$ cat src/inc/dskp_pkg.sv
/*
  package for the seek command port: option encodings, timing counts,
  carrier structs. assumes a 200 MHz single clock.
*/
package dskp_pkg;
  // ---------------------------------------------------------------
  // timing
  // ---------------------------------------------------------------
  localparam int CLK_MHZ = 200;
  localparam int STROBE_MIN_NS = 600;
  localparam int STROBE_MIN_CYC = (STROBE_MIN_NS * CLK_MHZ + 999) / 1000;
  localparam int ACK_DELAY_NS = 23000;
  localparam int ACK_DELAY_CYC = (ACK_DELAY_NS * CLK_MHZ) / 1000;
  localparam int ACK_WIDTH_NS = 2300;
  localparam int ACK_WIDTH_CYC = (ACK_WIDTH_NS * CLK_MHZ) / 1000;
  localparam int TIMEOUT_MS = 330;
  localparam int TIMEOUT_CYC = TIMEOUT_MS * CLK_MHZ * 1000;
  // ---------------------------------------------------------------
  // track numbers
  // ---------------------------------------------------------------
  localparam int TRACK_W = 9;
  localparam logic [8:0] TRACK_LAST = 9'h197;
  localparam logic [8:0] TRACK_ZERO = 9'h000;
  localparam int UNIT_W = 4;
  // ---------------------------------------------------------------
  // option encodings
  // ---------------------------------------------------------------
  typedef enum logic [1:0] {
    DSKP_REP_PULSE = 2'h0,
    DSKP_REP_LEVEL = 2'h1,
    DSKP_REP_FIXED = 2'h2
  } dskp_rep_t;
  // ---------------------------------------------------------------
  // interrupt bit positions
  // ---------------------------------------------------------------
  localparam int IRQ_W = 4;
  localparam int IRQ_DONE = 0;
  localparam int IRQ_BAD = 1;
  localparam int IRQ_TMO = 2;
  localparam int IRQ_RETRACT = 3;
  localparam logic [IRQ_W-1:0] IRQ_RESET = 4'h0;
  // ---------------------------------------------------------------
  // register offsets
  // ---------------------------------------------------------------
  localparam int ADDR_W = 4;
  localparam logic [3:0] REG_STATUS = 4'h0;
  localparam logic [3:0] REG_CLEAR = 4'h4;
  localparam logic [3:0] REG_ENABLE = 4'h8;
  localparam logic [3:0] REG_TRACK = 4'hC;
  // ---------------------------------------------------------------
  // carrier structs
  // ---------------------------------------------------------------
  typedef struct packed {
    logic       pos_en;
    logic       pos_zero;
    logic [8:0] pos_track;
    logic       retract;
  } dskp_pos_t;
  typedef struct packed {
    logic [3:0] addr;
    logic       wr;
    logic       rd;
    logic [31:0] wdata;
  } dskp_bus_t;
endpackage

$ cat src/dskp_port.sv
/*
  seek command port of a cartridge disk drive: active-low controller
  lines, track capture, legality check, acknowledge reporting,
  timeout flag, plus a small register port with interrupts.
  assumes pin inputs are asynchronous; positioner feedback (settled)
  and sector/index pulses come from logic on the same clock.
*/
// Design decisions made here: the address-and-strobe port and the address map.
`timescale 1ns/100ps
module dskp_port #(
  parameter logic [1:0] UNIT_ID = 2'h0,
  parameter bit PLATTER_EN = 1'b1,
  parameter bit SURFACE_EN = 1'b1,
  parameter bit AUTO_ZERO = 1'b1,
  parameter bit RETRACT_EN = 1'b1,
  parameter bit SECTOR_MUX = 1'b1,
  parameter dskp_pkg::dskp_rep_t REPORT = dskp_pkg::DSKP_REP_PULSE,
  parameter bit BAD_TIMEOUT = 1'b1,
  parameter bit DONE_BUSY = 1'b0,
  parameter bit ZERO_ON_PICK = 1'b0,
  parameter bit ZERO_CLEARS_TMO = 1'b1,
  parameter int TIMEOUT_CYC = dskp_pkg::TIMEOUT_CYC
) (
  input wire logic clock,
  input wire logic rst_n,
  input wire logic [8:0] track_n,
  input wire logic seek_n,
  input wire logic zero_n,
  input wire logic [3:0] unit_pick_n,
  input wire logic platter_n,
  input wire logic surface_n,
  input wire logic supply_n,
  input wire logic settled,
  input wire logic fix_sector,
  input wire logic fix_index,
  input wire logic rem_sector,
  input wire logic [3:0] addr,
  input wire logic [31:0] wdata,
  input wire logic wr,
  input wire logic rd,
  output logic [31:0] rdata,
  output logic irq,
  output dskp_pkg::dskp_pos_t pos,
  output logic use_fixed,
  output logic use_bottom,
  output logic done_n,
  output logic timeout_n,
  output logic bad_track_pulse_n,
  output logic accept_n,
  output logic sector_n,
  output logic fix_sector_n
);
  // ---------------------------------------------------------------
  // pin synchronisers
  // ---------------------------------------------------------------
  localparam int PW = 9 + 1 + 1 + 4 + 1 + 1 + 1;
  logic [PW-1:0] pin_s;
  logic [8:0] trk_s;
  logic seek_s, zero_s, plat_s, surf_s, supply_s;
  logic [3:0] pick_s;

  dskp_sync #(.WIDTH(PW), .INIT({PW{1'b1}})) u_sync (
    .clock(clock),
    .rst_n(rst_n),
    .async_in({track_n, seek_n, zero_n, unit_pick_n, platter_n, surface_n, supply_n}),
    .sync_out(pin_s)
  );

  // active-low lines turned to asserted-high here only
  assign {trk_s, seek_s, zero_s, pick_s, plat_s, surf_s, supply_s} = ~pin_s;

  // ---------------------------------------------------------------
  // state
  // ---------------------------------------------------------------
  typedef enum logic [1:0] {
    ACK_IDLE = 2'b00,
    ACK_WAIT = 2'b01,
    ACK_SHOW = 2'b10
  } dskp_ack_t;

  typedef struct packed {
    logic seek_d1;
    logic [8:0] track;
    logic bad;
    logic busy;
    logic tmo;
    logic retracted;
    dskp_ack_t ack;
    logic [15:0] ack_cnt;
    logic bad_lvl;
    logic acc_lvl;
    logic [3:0] status;
    logic [3:0] enable;
    logic [31:0] rdata;
    dskp_pkg::dskp_pos_t pos;
  } dskp_st_t;
  dskp_st_t st_q;
  dskp_st_t st_d;

  logic picked, seek_rise, zero_req, bad_now, auto_zero, tmo_exp, tmo_run;
  logic [3:0] events;

  // respond only to our own unit pick line
  assign picked = pick_s[UNIT_ID];
  assign seek_rise = seek_s & ~st_q.seek_d1 & picked;
  // return to zero qualified by strobe or by pick, per build option
  assign zero_req = zero_s & picked & (ZERO_ON_PICK ? 1'b1 : seek_rise);
  // legality judged on the live bus at the strobe edge
  assign bad_now = trk_s > dskp_pkg::TRACK_LAST;
  assign auto_zero = seek_rise & bad_now & AUTO_ZERO;

  // ---------------------------------------------------------------
  // timeout counter, started by each picked strobe, legal track or not
  // ---------------------------------------------------------------
  dskp_timer #(.WIDTH(32)) u_tmo (
    .clock(clock),
    .rst_n(rst_n),
    .load(seek_rise),
    .count(TIMEOUT_CYC),
    .stop(settled & ~st_q.busy),
    .running(tmo_run),
    .expire(tmo_exp)
  );

  // ---------------------------------------------------------------
  // next-state logic
  // ---------------------------------------------------------------
  always_comb begin
    st_d = st_q;
    st_d.seek_d1 = seek_s;
    st_d.pos.pos_en = 1'b0;
    st_d.rdata = 32'h0000_0000;
    // capture and start positioning on strobe
    if (seek_rise) begin
      st_d.track = trk_s;
      st_d.bad = bad_now;
      st_d.busy = 1'b1;
      st_d.tmo = 1'b0; // fresh strobe clears the flag
      st_d.pos.pos_en = ~bad_now | AUTO_ZERO;
      st_d.pos.pos_zero = bad_now;
      st_d.pos.pos_track = bad_now ? dskp_pkg::TRACK_ZERO : trk_s;
      st_d.bad_lvl = bad_now;
      st_d.acc_lvl = ~bad_now;
      st_d.ack = ACK_WAIT;
      st_d.ack_cnt = 16'(dskp_pkg::ACK_DELAY_CYC);
    end
    // return to zero, explicit or automatic
    if (zero_req | auto_zero) begin
      st_d.pos.pos_en = 1'b1;
      st_d.pos.pos_zero = 1'b1;
      st_d.pos.pos_track = dskp_pkg::TRACK_ZERO;
      st_d.busy = 1'b1;
      if (ZERO_CLEARS_TMO) begin
        st_d.tmo = 1'b0;
      end
    end
    // illegal-track flag set after the clear, so an auto zero cannot hide it
    if (seek_rise & bad_now & BAD_TIMEOUT) begin
      st_d.tmo = 1'b1;
    end
    if (st_q.busy & settled & ~seek_rise & ~zero_req) begin
      st_d.busy = 1'b0;
    end
    // unsettled after 330 ms raises timeout
    if (tmo_exp & st_q.busy) begin
      st_d.tmo = 1'b1;
    end
    // retract while the supply sense pin sits at ground, option
    st_d.retracted = RETRACT_EN & supply_s;
    st_d.pos.retract = st_d.retracted;
    // acknowledge pulse sequencing
    case (st_q.ack)
      ACK_IDLE: begin
      end
      ACK_WAIT: begin
        if (!seek_rise) begin
          if (st_q.ack_cnt <= 16'h0001) begin
            st_d.ack = ACK_SHOW;
            st_d.ack_cnt = 16'(dskp_pkg::ACK_WIDTH_CYC);
          end else begin
            st_d.ack_cnt = st_q.ack_cnt - 16'h0001;
          end
        end
      end
      ACK_SHOW: begin
        if (!seek_rise) begin
          if (st_q.ack_cnt <= 16'h0001) begin
            st_d.ack = ACK_IDLE;
          end else begin
            st_d.ack_cnt = st_q.ack_cnt - 16'h0001;
          end
        end
      end
      default: st_d.ack = ACK_IDLE;
    endcase
    // register writes; hardware set beats software clear
    if (wr && addr == dskp_pkg::REG_ENABLE) begin
      st_d.enable = wdata[3:0];
    end
    if (wr && addr == dskp_pkg::REG_CLEAR) begin
      st_d.status = st_q.status & ~wdata[3:0];
    end
    // events taken from the finished next state, no loop back through st_d
    events = {st_d.retracted & ~st_q.retracted, st_d.tmo & ~st_q.tmo,
              seek_rise & bad_now, st_q.busy & settled};
    st_d.status = st_d.status | events;
    // register reads, data in the following cycle only
    if (rd) begin
      case (addr)
        dskp_pkg::REG_STATUS: st_d.rdata = {28'h0000000, st_q.status};
        dskp_pkg::REG_ENABLE: st_d.rdata = {28'h0000000, st_q.enable};
        dskp_pkg::REG_TRACK: st_d.rdata = {20'h00000, st_q.busy, st_q.tmo,
                                           st_q.bad, st_q.track};
        default: st_d.rdata = 32'h0000_0000;
      endcase
    end
  end

  always_ff @(posedge clock or negedge rst_n) begin
    if (!rst_n) begin
      st_q <= '0;
    end else begin
      st_q <= st_d;
    end
  end

  // ---------------------------------------------------------------
  // outputs, all active low toward the controller
  // ---------------------------------------------------------------
  logic show;
  logic bad_o, acc_o, sec_o, fsec_o;
  assign show = st_q.ack == ACK_SHOW;
  // pulses, levels, or fixed-platter pulses on shared pins
  always_comb begin
    case (REPORT)
      dskp_pkg::DSKP_REP_PULSE: begin
        bad_o = show & st_q.bad;
        acc_o = show & ~st_q.bad;
      end
      dskp_pkg::DSKP_REP_LEVEL: begin
        bad_o = st_q.bad_lvl;
        acc_o = st_q.acc_lvl;
      end
      default: begin
        bad_o = fix_index;
        acc_o = fix_sector;
      end
    endcase
  end
  // platter choice drives sector mux when enabled
  assign use_fixed = PLATTER_EN & plat_s;
  assign sec_o = SECTOR_MUX ? (use_fixed ? fix_sector : rem_sector) : rem_sector;
  assign fsec_o = SECTOR_MUX ? 1'b0 : fix_sector;
  // surface choice not gated with unit pick
  assign use_bottom = SURFACE_EN & surf_s;
  assign bad_track_pulse_n = ~bad_o;
  assign accept_n = ~acc_o;
  assign sector_n = ~(sec_o & picked);
  assign fix_sector_n = ~(fsec_o & picked);
  // done gated by pick, optional busy sense
  assign done_n = ~(picked & (DONE_BUSY ? st_q.busy : ~st_q.busy));
  assign timeout_n = ~(picked & st_q.tmo);
  assign pos = st_q.pos;
  assign rdata = st_q.rdata;
  assign irq = |(st_q.status & st_q.enable);
endmodule

$ cat src/dskp_sync.sv
/*
  two-stage synchroniser bank for pin inputs.
  assumes inputs are asynchronous to clock.
*/
`timescale 1ns/100ps
module dskp_sync #(
  parameter int WIDTH = 1,
  parameter logic [WIDTH-1:0] INIT = '0
) (
  input wire logic clock,
  input wire logic rst_n,
  input wire logic [WIDTH-1:0] async_in,
  output logic [WIDTH-1:0] sync_out
);
  typedef struct packed {
    logic [WIDTH-1:0] s1;
    logic [WIDTH-1:0] s2;
  } dskp_sync_st_t;
  dskp_sync_st_t st_q;
  dskp_sync_st_t st_d;

  // first stage read only by the second
  always_comb begin
    st_d = st_q;
    st_d.s1 = async_in;
    st_d.s2 = st_q.s1;
  end

  always_ff @(posedge clock or negedge rst_n) begin
    if (!rst_n) begin
      st_q <= {INIT, INIT};
    end else begin
      st_q <= st_d;
    end
  end

  assign sync_out = st_q.s2;
endmodule

$ cat src/dskp_timer.sv
/*
  loadable down counter with a one-cycle expiry pulse.
  assumes load and stop come from logic on the same clock.
*/
`timescale 1ns/100ps
module dskp_timer #(
  parameter int WIDTH = 32
) (
  input wire logic clock,
  input wire logic rst_n,
  input wire logic load,
  input wire logic [WIDTH-1:0] count,
  input wire logic stop,
  output logic running,
  output logic expire
);
  typedef struct packed {
    logic [WIDTH-1:0] cnt;
    logic run;
    logic exp;
  } dskp_tmr_st_t;
  dskp_tmr_st_t st_q;
  dskp_tmr_st_t st_d;

  // load wins over stop so a fresh start is never lost
  always_comb begin
    st_d = st_q;
    st_d.exp = 1'b0;
    if (load) begin
      st_d.cnt = count;
      st_d.run = 1'b1;
    end else if (stop) begin
      st_d.run = 1'b0;
    end else if (st_q.run) begin
      if (st_q.cnt <= 1) begin
        st_d.run = 1'b0;
        st_d.exp = 1'b1;
      end else begin
        st_d.cnt = st_q.cnt - 1'b1;
      end
    end
  end

  always_ff @(posedge clock or negedge rst_n) begin
    if (!rst_n) begin
      st_q <= '0;
    end else begin
      st_q <= st_d;
    end
  end

  assign running = st_q.run;
  assign expire = st_q.exp;
endmodule

$ cat config.mk
export PLATFORM = sky130hd
export DESIGN_NAME = dskp_port
export DESIGN_NICKNAME = d
export VERILOG_FILES = /design/src/inc/dskp_pkg.sv /design/src/dskp_port.sv /design/src/dskp_sync.sv /design/src/dskp_timer.sv
export SDC_FILE = /design/constraint.sdc
export NUM_CORES = 1
export LEC_CHECK = 0
export BUFFER_PORTS_ARGS = -buffer_cell sky130_fd_sc_hd__buf_4
export CORE_UTILIZATION = 55
export CTS_CLUSTER_DIAMETER = 100
export DETAILED_ROUTE_END_ITERATION = 16
export PLACE_DENSITY = 0.87
export SYNTH_ARGS = -nofsm -noshare
export SYNTH_HDL_FRONTEND = slang
export SYNTH_SLANG_ARGS = --single-unit
export TNS_END_PERCENT = 10
$ cat constraint.sdc
create_clock -name clock -period 3.23 [get_ports clock]
set_input_delay 0.646 -clock clock [delete_from_list [all_inputs] [get_ports clock]]
set_output_delay 0.646 -clock clock [all_outputs]
set_load 0.03 [all_outputs]
==> Word-level counts from Yosys, hierarchy flattened <==
Cells that the tools add are included.
{ "totals": {"ff_bits": 154, "latchBits": 0, "ram_bits": 0, "romBits": 0, "inputBits": 62, "output_inout_bits": 53, "elab_cells": 106, "memories": 0} }
{ "op_classes": {"add_sub_neg": 2, "n_mul": 0, "n_div": 0, "n_lt_le_gt_ge": 3, "eq_ne": 7, "shifts": 0, "muxes": 29, "bitwise": 36, "n_reduce_logical": 9} }
{ "ops": {"columns": ["op", "n"], "rows": [
  ["2-to-1 mux 32 bit", 2],
  ["2-to-1 mux 18 bit", 2],
  ["one-hot mux 12 bit (3 select lines)", 1],
  ["2-to-1 mux 34 bit", 1],
  ["2-to-1 mux 33 bit", 1],
  ["less-or-equal comparator 32 x 1 -> 1 bit, second input constant", 1],
  ["2-to-1 mux 16 bit", 2],
  ["one-hot mux 16 bit (2 select lines)", 1],
  ["subtractor 32 x 1 -> 32 bit, second input constant", 1],
  ["2-to-1 mux 11 bit", 2],
  ["2-to-1 mux 20 bit", 1],
  ["inverter 18 bit", 1],
  ["bitwise AND 1 bit", 17],
  ["less-or-equal comparator 16 x 1 -> 1 bit, second input constant", 1],
  ["subtractor 16 x 1 -> 16 bit, second input constant", 1],
  ["inverter 1 bit", 13],
  ["2-to-1 mux 12 bit", 1],
  ["2-to-1 mux 2 bit", 5],
  ["greater-than comparator 9 bit, second input constant", 1],
  ["2-to-1 mux 9 bit", 1],
  ["bitwise AND 4 bit", 2],
  ["equality test 4 bit, second input constant", 2],
  ["2-to-1 mux 1 bit", 7],
  ["one-hot mux 2 bit (3 select lines)", 1],
  ["15 further kinds", 18]
]} }

==> Logic depth before layout (Yosys ltp) <==
Gate-level depths: netlist (run 1).
{ "logic_depth": {"ltp_word": 10, "mapped_depth": 8, "depth_no_buf": 8} }

==> Hierarchy <==
From an unflattened synthesis (run 1), not the netlist that was laid out.
{ "unflattened": {"hier_cells": 598, "hier_area_um2": 6334.8} }
{ "by_module_without_submodules": {"columns": ["mod", "n_inst", "cells_per_inst", "area_each_um2", "seq_area_each_um2"], "rows": [
  ["dskp_port", 1, 340, 3342.0, 1576.5],
  ["dskp_timer", 1, 222, 2047.0, 850.8],
  ["dskp_sync", 1, 36, 945.9, 945.9]
]} }

==> Worst setup path before layout (run 1) <==
No wires, ideal clock.
{ "synth_timing": {"kind": "register -> register", "start": "reg st_q[66] (netlist bit)", "end": "reg st_q[65] (netlist bit)", "setup_ps": 121, "arrival_time_ps": 2353, "t_required_ps": 3109, "setup_slack_ps": 756, "stages_incl_launch_ff": 8, "path_buffers": 1, "synth_period_minus_slack_ps": 2474, "path_cell_list": "dfrtp_1 > or4_4 > or4_4 > nor3_4 > or4b_2 > clkbuf_1 > o22ai_1 > a22o_1"} }
{ "synth_lines": {"columns": ["item", "line", "source"], "rows": [
  ["start: declaration", "dskp_port.sv:97", "dskp_st_t st_q;"],
  ["start signal: assignment", "dskp_port.sv:223", "st_q <= st_d;"]
]} }

==> key figures, run 1 <==
Status
  • Status: finished, final reports clean

Timing
  • Peak Freq: 352.0 MHz
  • Worst setup margin: 0.3892 ns
  • Fin Hold WS: 0.2222 ns
  • TNS Setup: 0 ns
  • Crit path time final: around 2.8 ns
  • Setup violations, final: 0
  • Period utilization: 87.95%
  • Hold Vio Cnt, Final: 0
  • Rel. slew slack: around two fifths
  • Final Max Slew Viols: 0
  • Unrepaired setup endpoints after global routing: no
  • Worst-margin pin slew: 0.8925 ns
  • Final Skew: 0.009818 ns

Clock network
  • Setup repair bufs after CTS: 0
  • Reg clk slew, reported paths: 0.06 ns
  • Clock buffer depth: 2
  • Worst-skew pair later-pin latency: 0.53 ns
  • # H-tree levels: 4
  • CTS root buf: clkbuf_8
  • Post-CTS Resized: 0
  • TritonCTS Buffers: 17
  • Clock Sinks: between 100 and 150
  • Post-CTS Hold Fix Bufs: 0
  • CTS tree: built

Route
  • Vias/cell: ~6.0
  • Routed vias: 4442
  • Post-DRT Antenna Nets: 0
  • Pre-antenna DRT Iters: 6
  • Final routed DRC violation total: 0
  • WL final: around 14 mm
  • Drt wl/cell: 18.27 um
  • Drt initial violations: 492

Hold path
  • Hold Path Class: in2async

Final layout
  • Share of layout cells above drive strength 1: 24.75%
  • Ant diodes: 0
  • Sequential cell area: 3216 um^2
  • Final #Nets: 664
  • Area of the multi-input gates: 2267 um^2
  • Filler cells: 646
  • Area delta synth->final: 15.89%

Synth
  • Number of enable flip-flop cells after synthesis: 0
  • Post-synthesis average cell area: around 11 um^2
  • Ys async rst share: 100.0%
  • Multiplexer share of the synthesized area: 2.425%
  • Primary FF master, synth: dfrtp_1
  • Area of the mapped netlist: roughly 5900 um^2
  • XOR/XNOR Fraction of Synth Area: under 10%
  • Syn. warnings: 0
  • Largest family of logic cells by synthesized area: simple AND/OR/NAND/NOR gates
  • Synth area leaders: dfrtp_1 41%, dfstp_2 13%, buf_4 5.7%
  • Simple-gate share of the synthesized area: 18.25%
  • Top cell type's share of synthesized area: approximately 41%
  • Yosys top cell by area: dfrtp_1
  • Cells after Synth: 553
  • Number of synthesized register bits: 127
  • Distinct cells, synth: 61
  • Synth Area in Compound Gates: 11.55%
  • Adder-Cell Fraction of Synth Area: ~1.7%
  • Sequential area share after synthesis: a little over half

Global routing
  • Total gr overflow: 0
  • Largest net degree at the start of global routing: 128
  • Number of global-route vias before repair: 4480
  • First-pass GRT wire length: 22.04 mm
  • Initial antenna violation count: 0
  • All-layer global routing usage: 25.74%

Floorplanning
  • IO Count: 115
  • Die width: 105.4 um
  • # rows: 37
  • Starting Density: 56.97%
  • Die Area: between 10000 and 15000 um^2
  • Core ar.: around 10000 um^2
  • Die H: 105.4 um

Power
  • Max VDD drop: between 400 and 500 uV
  • PwrDens: 668.5 nW/um^2
  • Clock power share: about two fifths
  • Sequential share of power: 43.1%
  • Switching share of power: around 28%
  • P_leak: 3.047 nW
  • Comb pwr share: ~16%
  • NetSw: 1.293 mW
  • Internal: 3.264 mW

Placed design
  • Post-Place Setup Slack: 0.5193 ns
  • DPL Wire Length: ~8 mm
  • RD Place Congestion: approximately 0.80
  • PortBufs: 61

Setup path
  • FF-to-FF Start: st_q[66]
  • Worst r2r path cells: 6
  • R2R Path End: st_q[60]
  • Worst Path Max Fanout: 13
  • Kind of critical path: reg2reg
  • Critical Path Start Type: flop
  • Crit path DAT: 3.22 ns
  • Worst setup path endpoint: st_q[60]
  • Critical path required time: between 3 and 4 ns
  • Nature of the critical path endpoint: flop
  • Crit path from: st_q[66]
  • R2r setup slk: 0.39 ns

Flow run
  • Max Cap Viol: 0
==> layer usage <==
layer	part of all wire, %	global-route usage (%)	up-vias
li1	-	-	1967
met1	40	30.64	2219
met2	52	43.89	217
met3	5.5	6.432	39
met4	3.3	11.87	0
met5	0	0	-
==> stage by stage <==
stage,instances,power (mW),cell area [um^2],utilization (%)
2_1_floorplan,572,2.453,5953,-
3_3_place_gp,711,2.612,6240,60.44
3_5_place_dp,711,2.662,6240,60.44
4_1_cts,742,4.561,6817,66.03
5_1_grt,742,4.737,6817,66.03
6_report,742,4.557,6817,66.03
==> layout make-up <==
type / count / area share [%]
clock buffer: 20 / 6.388
clock inverter: 11 / 2.074
inverter: 13 / 0.7159
multi-input combinational: 365 / 33.26
sequential: 127 / 47.17
tap: 136 / 2.496
timing repair buffer: 70 / 7.893
==> cells by family (layout without fill, tap and decap cells) <==
| kind of cell | count (synthesis) | after routing |
|---|---|---|
| AND/OR/NAND/NOR | 206 | 206 |
| flip-flops | 127 | 127 |
| AO/OA/AOI/OAI | 95 | 95 |
| buffers and inverters | 80 | 114 |
| XOR/XNOR | 22 | 22 |
| multiplexers | 13 | 13 |
| adder cells (fa/ha/maj) | 8 | 8 |
| other | 2 | 21 |
==> sequential cells by signal, summed over array words and instances (netlist names) <==
signal           cells
u_sync.sync_out     15
u_sync.st_d         15
st_q                39
pos                 12
rdata               12
u_tmo.st_q          32
u_tmo.expire         1
u_tmo.running        1
==> synth_stat cells, drive strengths merged (12+ instances only) <==
library cell	n
dfrtp	97
nor2	60
buf	49
nand2	39
dfstp	30
xor2	19
clkbuf	18
a21oi	17
nor3	16
a21o	14
nand3	14
inv	12
nor4	12
==> power groups by stage <==
stage,clock [mW],combinational [mW],sequential [mW]
finish,1.87,0.726,1.96
global route,1.96,0.789,1.98
CTS,1.89,0.719,1.96
detailed placement,0,0.694,1.97
global placement,0,0.658,1.95
floorplan,0,0.532,1.92
==> critical path: stages, from the launching register on <==
cell and delay (ns):
dfrtp_1 0.40, or4_4 0.56, or4_4 0.46, nor3_4 0.47
mux2_2 0.40, a211oi_1 0.30, a21oi_1 0.09
==> cell usage in the layout (no fill, tap or decap), drive strengths merged, types with 4 or more instances in the layout <==
| master | count |
|---|---|
| a22o | 11 |
| nand3 | 14 |
| nor3 | 16 |
| xor2 | 19 |
| nand2b | 6 |
| a22oi | 8 |
| nand2 | 39 |
| nor2 | 60 |
| inv | 12 |
| o21ai | 11 |
| a21o | 14 |
| nand4 | 8 |
| nor3b | 5 |
| nor4 | 12 |
| ha | 8 |
| or4 | 9 |
| dfrtp | 97 |
| or3 | 9 |
| nand4b | 4 |
| a211oi | 6 |
| clkbuf | 20 |
| dfstp | 30 |
| a21oi | 17 |
| buf | 70 |
| conb | 21 |
| mux2 | 10 |
| clkinv | 6 |
| and2 | 9 |
==> worst min path at each step <==
stage / cells after the start / slack [ns] / startpoint / end
global route: 1 / 0.21 / supply_n / u_sync.st_d[0]
detailed placement: 0 / 0.35 / u_sync.st_d[14] / u_sync.sync_out[14]
CTS: 1 / 0.21 / track_n[6] / u_sync.st_d[15]
finish: 2 / 0.22 / rst_n / rdata[5]
global placement: 0 / 0.35 / u_sync.st_d[1] / u_sync.sync_out[1]
floorplan: 0 / 0.35 / rst_n / pos[0]
Power figures use the tool's default switching activity.
==> run 2: changes to the inputs <==
--- a/config.mk
+++ b/config.mk
@@ -5,7 +5,7 @@
 export SDC_FILE = /design/constraint.sdc
 export NUM_CORES = 1
 export LEC_CHECK = 0
-export BUFFER_PORTS_ARGS = -buffer_cell sky130_fd_sc_hd__buf_4
+export BUFFER_PORTS_ARGS = -buffer_cell sky130_fd_sc_hd__buf_2
 export CORE_UTILIZATION = 55
 export CTS_CLUSTER_DIAMETER = 100
 export DETAILED_ROUTE_END_ITERATION = 16
==> key figures, run 2 (synthesized netlist as in run 1, its figures left out) <==
Clock network
  • Clock buffer depth: 2 (unchanged)
  • Post-CTS Hold Fix Bufs: 0 (unchanged)
  • Reg clk slew, reported paths: 0.06 ns (about the same)
  • Post-CTS Resized: 0 (unchanged)
  • # H-tree levels: 4 (unchanged)
  • CTS tree: built
  • TritonCTS Buffers: 17 (unchanged)
  • CTS root buf: clkbuf_8
  • Setup repair bufs after CTS: 0 (unchanged)
  • Clock Sinks: 127 (unchanged)
  • Worst-skew pair later-pin latency: 0.53 ns (about the same)

Final layout
  • Largest registers: st_q x39, u_tmo.st_q x32
  • Share of layout cells above drive strength 1: 24.88% (+0.12 points)
  • Non-Filler Instances: 743 (+0.13%)
  • Most frequent cells in the layout: 97 x dfrtp_1, 60 x nor2_1, 60 x buf_2, 39 x nand2_1, 30 x dfstp_2
  • Most common cell after layout, fill and taps aside: dfrtp_1
  • Ant diodes: 0 (unchanged)
  • Largest Register: st_q
  • Final #Nets: 665 (+0.15%)
  • Max reg flops: 39 (unchanged)
  • Area delta synth->final: 13.83%

Timing
  • Rel. slew slack: 26.03% (-14 points)
  • Hold Vio Cnt, Final: 0 (unchanged)
  • Fin Hold WS: 0.1489 ns (-0.07329 ns)
  • Unrepaired setup endpoints after global routing: no
  • Crit path time final: 3.008 ns (+0.1673 ns)
  • Period utilization: 93.13% (+5.2 points)
  • Worst setup margin: 0.2219 ns (-0.1673 ns)
  • Peak Freq: 332.4 MHz (-5.6%)
  • TNS Setup: 0 ns (unchanged)
  • Final Max Slew Viols: 0 (unchanged)
  • Final Skew: 0.008474 ns (-0.001345 ns)
  • Worst-margin pin slew: 1.110 ns (+0.2171 ns)
  • Setup violations, final: 0 (unchanged)

Setup path
  • Worst Path Max Fanout: 14 (+1)
  • Crit path DAT: 3.41 ns (+0.19 ns)
  • Critical Path Start Type: flop
  • Worst r2r path cells: 7 (+1)
  • R2r setup slk: 0.22 ns (-0.17 ns)
  • Nature of the critical path endpoint: flop
  • Kind of critical path: reg2reg
  • Critical path required time: 3.63 ns (+0.02 ns)
  • R2R Path End: u_tmo.st_q[20]
  • FF-to-FF Start: u_tmo.st_q[2]

Route
  • Final routed DRC violation total: 0 (unchanged)
  • Routed vias: 4426 (-0.36%)
  • Post-DRT Antenna Nets: 0 (unchanged)
  • Drt initial violations: 467 (-5.1%)
  • Vias/cell: 5.957 (-0.49%)
  • WL final: 13.14 mm (-3.1%)
  • Pre-antenna DRT Iters: 5 (-1)
  • Drt wl/cell: 17.68 um (-3.3%)

Flow run
  • Max Cap Viol: 0 (unchanged)

Status
  • Status: finished, final reports clean

Floorplanning
  • Starting Density: 56.97% (unchanged)
  • IO Count: 115 (unchanged)
  • Die H: 105.4 um (unchanged)
  • Die width: 105.4 um (unchanged)
  • Die Area: 11110 um^2 (unchanged)
  • # rows: 37 (unchanged)
  • Core ar.: 10320 um^2 (unchanged)

Placed design
  • DPL Wire Length: 7.777 mm (-1.8%)
  • Cells after DPL: 712 (+0.14%)
  • PortBufs: 61 (unchanged)
  • Post-Place Setup Slack: 0.3096 ns (-0.2097 ns)
  • RD Place Congestion: 0.8601 (+7.9%)

Power
  • P_leak: 3.023 nW (-0.79%)
  • Max VDD drop: 447.5 uV (-2.3%)
  • PwrDens: 692.5 nW/um^2 (+3.6%)

Global routing
  • Total gr overflow: 0 (unchanged)
  • First-pass GRT wire length: 21.77 mm (-1.2%)
  • Largest net degree at the start of global routing: 55 (-57%)
  • Number of global-route vias before repair: 4415 (-1.5%)
  • All-layer global routing usage: 25.28% (-0.46 points)
  • Initial antenna violation count: 0 (unchanged)

Hold path
  • Hold Path Class: in2async
run 2: critical path, cell delays in order (launching register included):
cell and delay, ns:
dfrtp_1 0.44, inv_1 0.07, ha_1 0.28, o2111a_1 0.29, a21oi_1 0.88, nand3_1 0.25, o21ai_0 0.22, or3b_2 0.46
run 2: cell type report:
type	count	area, um^2
clock buffers	21	449.2
clock inverters	10	161.4
fillers	674	3628
inverters	13	48.80
multi-input cells	365	2267
flip-flops and latches	127	3216
well taps	136	170.2
repair buffers	71	382.9
run 2: worst max-delay path by stage:
stage                   from        endpoint  slack, ns  cells past startpoint
6_report       u_tmo.st_q[2]  u_tmo.st_q[20]       0.22                      7
5_1_grt        u_tmo.st_q[2]  u_tmo.st_q[20]       0.06                      7
3_5_place_dp   u_tmo.st_q[2]  u_tmo.st_q[20]       0.31                      7
2_1_floorplan       st_q[66]        st_q[65]       0.76                      7
4_1_cts        u_tmo.st_q[2]  u_tmo.st_q[20]       0.28                      7
3_3_place_gp   u_tmo.st_q[2]  u_tmo.st_q[20]       0.45                      7
run 2: metal layers:
| metal | track usage, % | routed length (um) | up-vias |
|---|---|---|---|
| li1 | - | - | 1963 |
| met1 | 30.56 | 5235 | 2191 |
| met2 | 42.39 | 6729 | 226 |
| met3 | 6.494 | 795 | 46 |
| met4 | 11.77 | 375 | 0 |
| met5 | 0 | 0 | - |
run 2: power by group:
group	switching [mW]	total [mW]	internal, mW
clock network	0.685	1.97	1.29
logic	0.426	0.696	0.270
registers	0.184	1.97	1.78
total	1.30	4.64	3.34
run 2: per-stage QoR:
step / area [um^2] / total power [mW] / util, %
after global placement: 6085 / 2.584 / 58.94
after floorplan: 5953 / 2.453 / -
after detailed placement: 6085 / 2.633 / 58.94
final: 6695 / 4.636 / 64.85
after CTS: 6695 / 4.629 / 64.85
after global routing: 6695 / 4.801 / 64.85
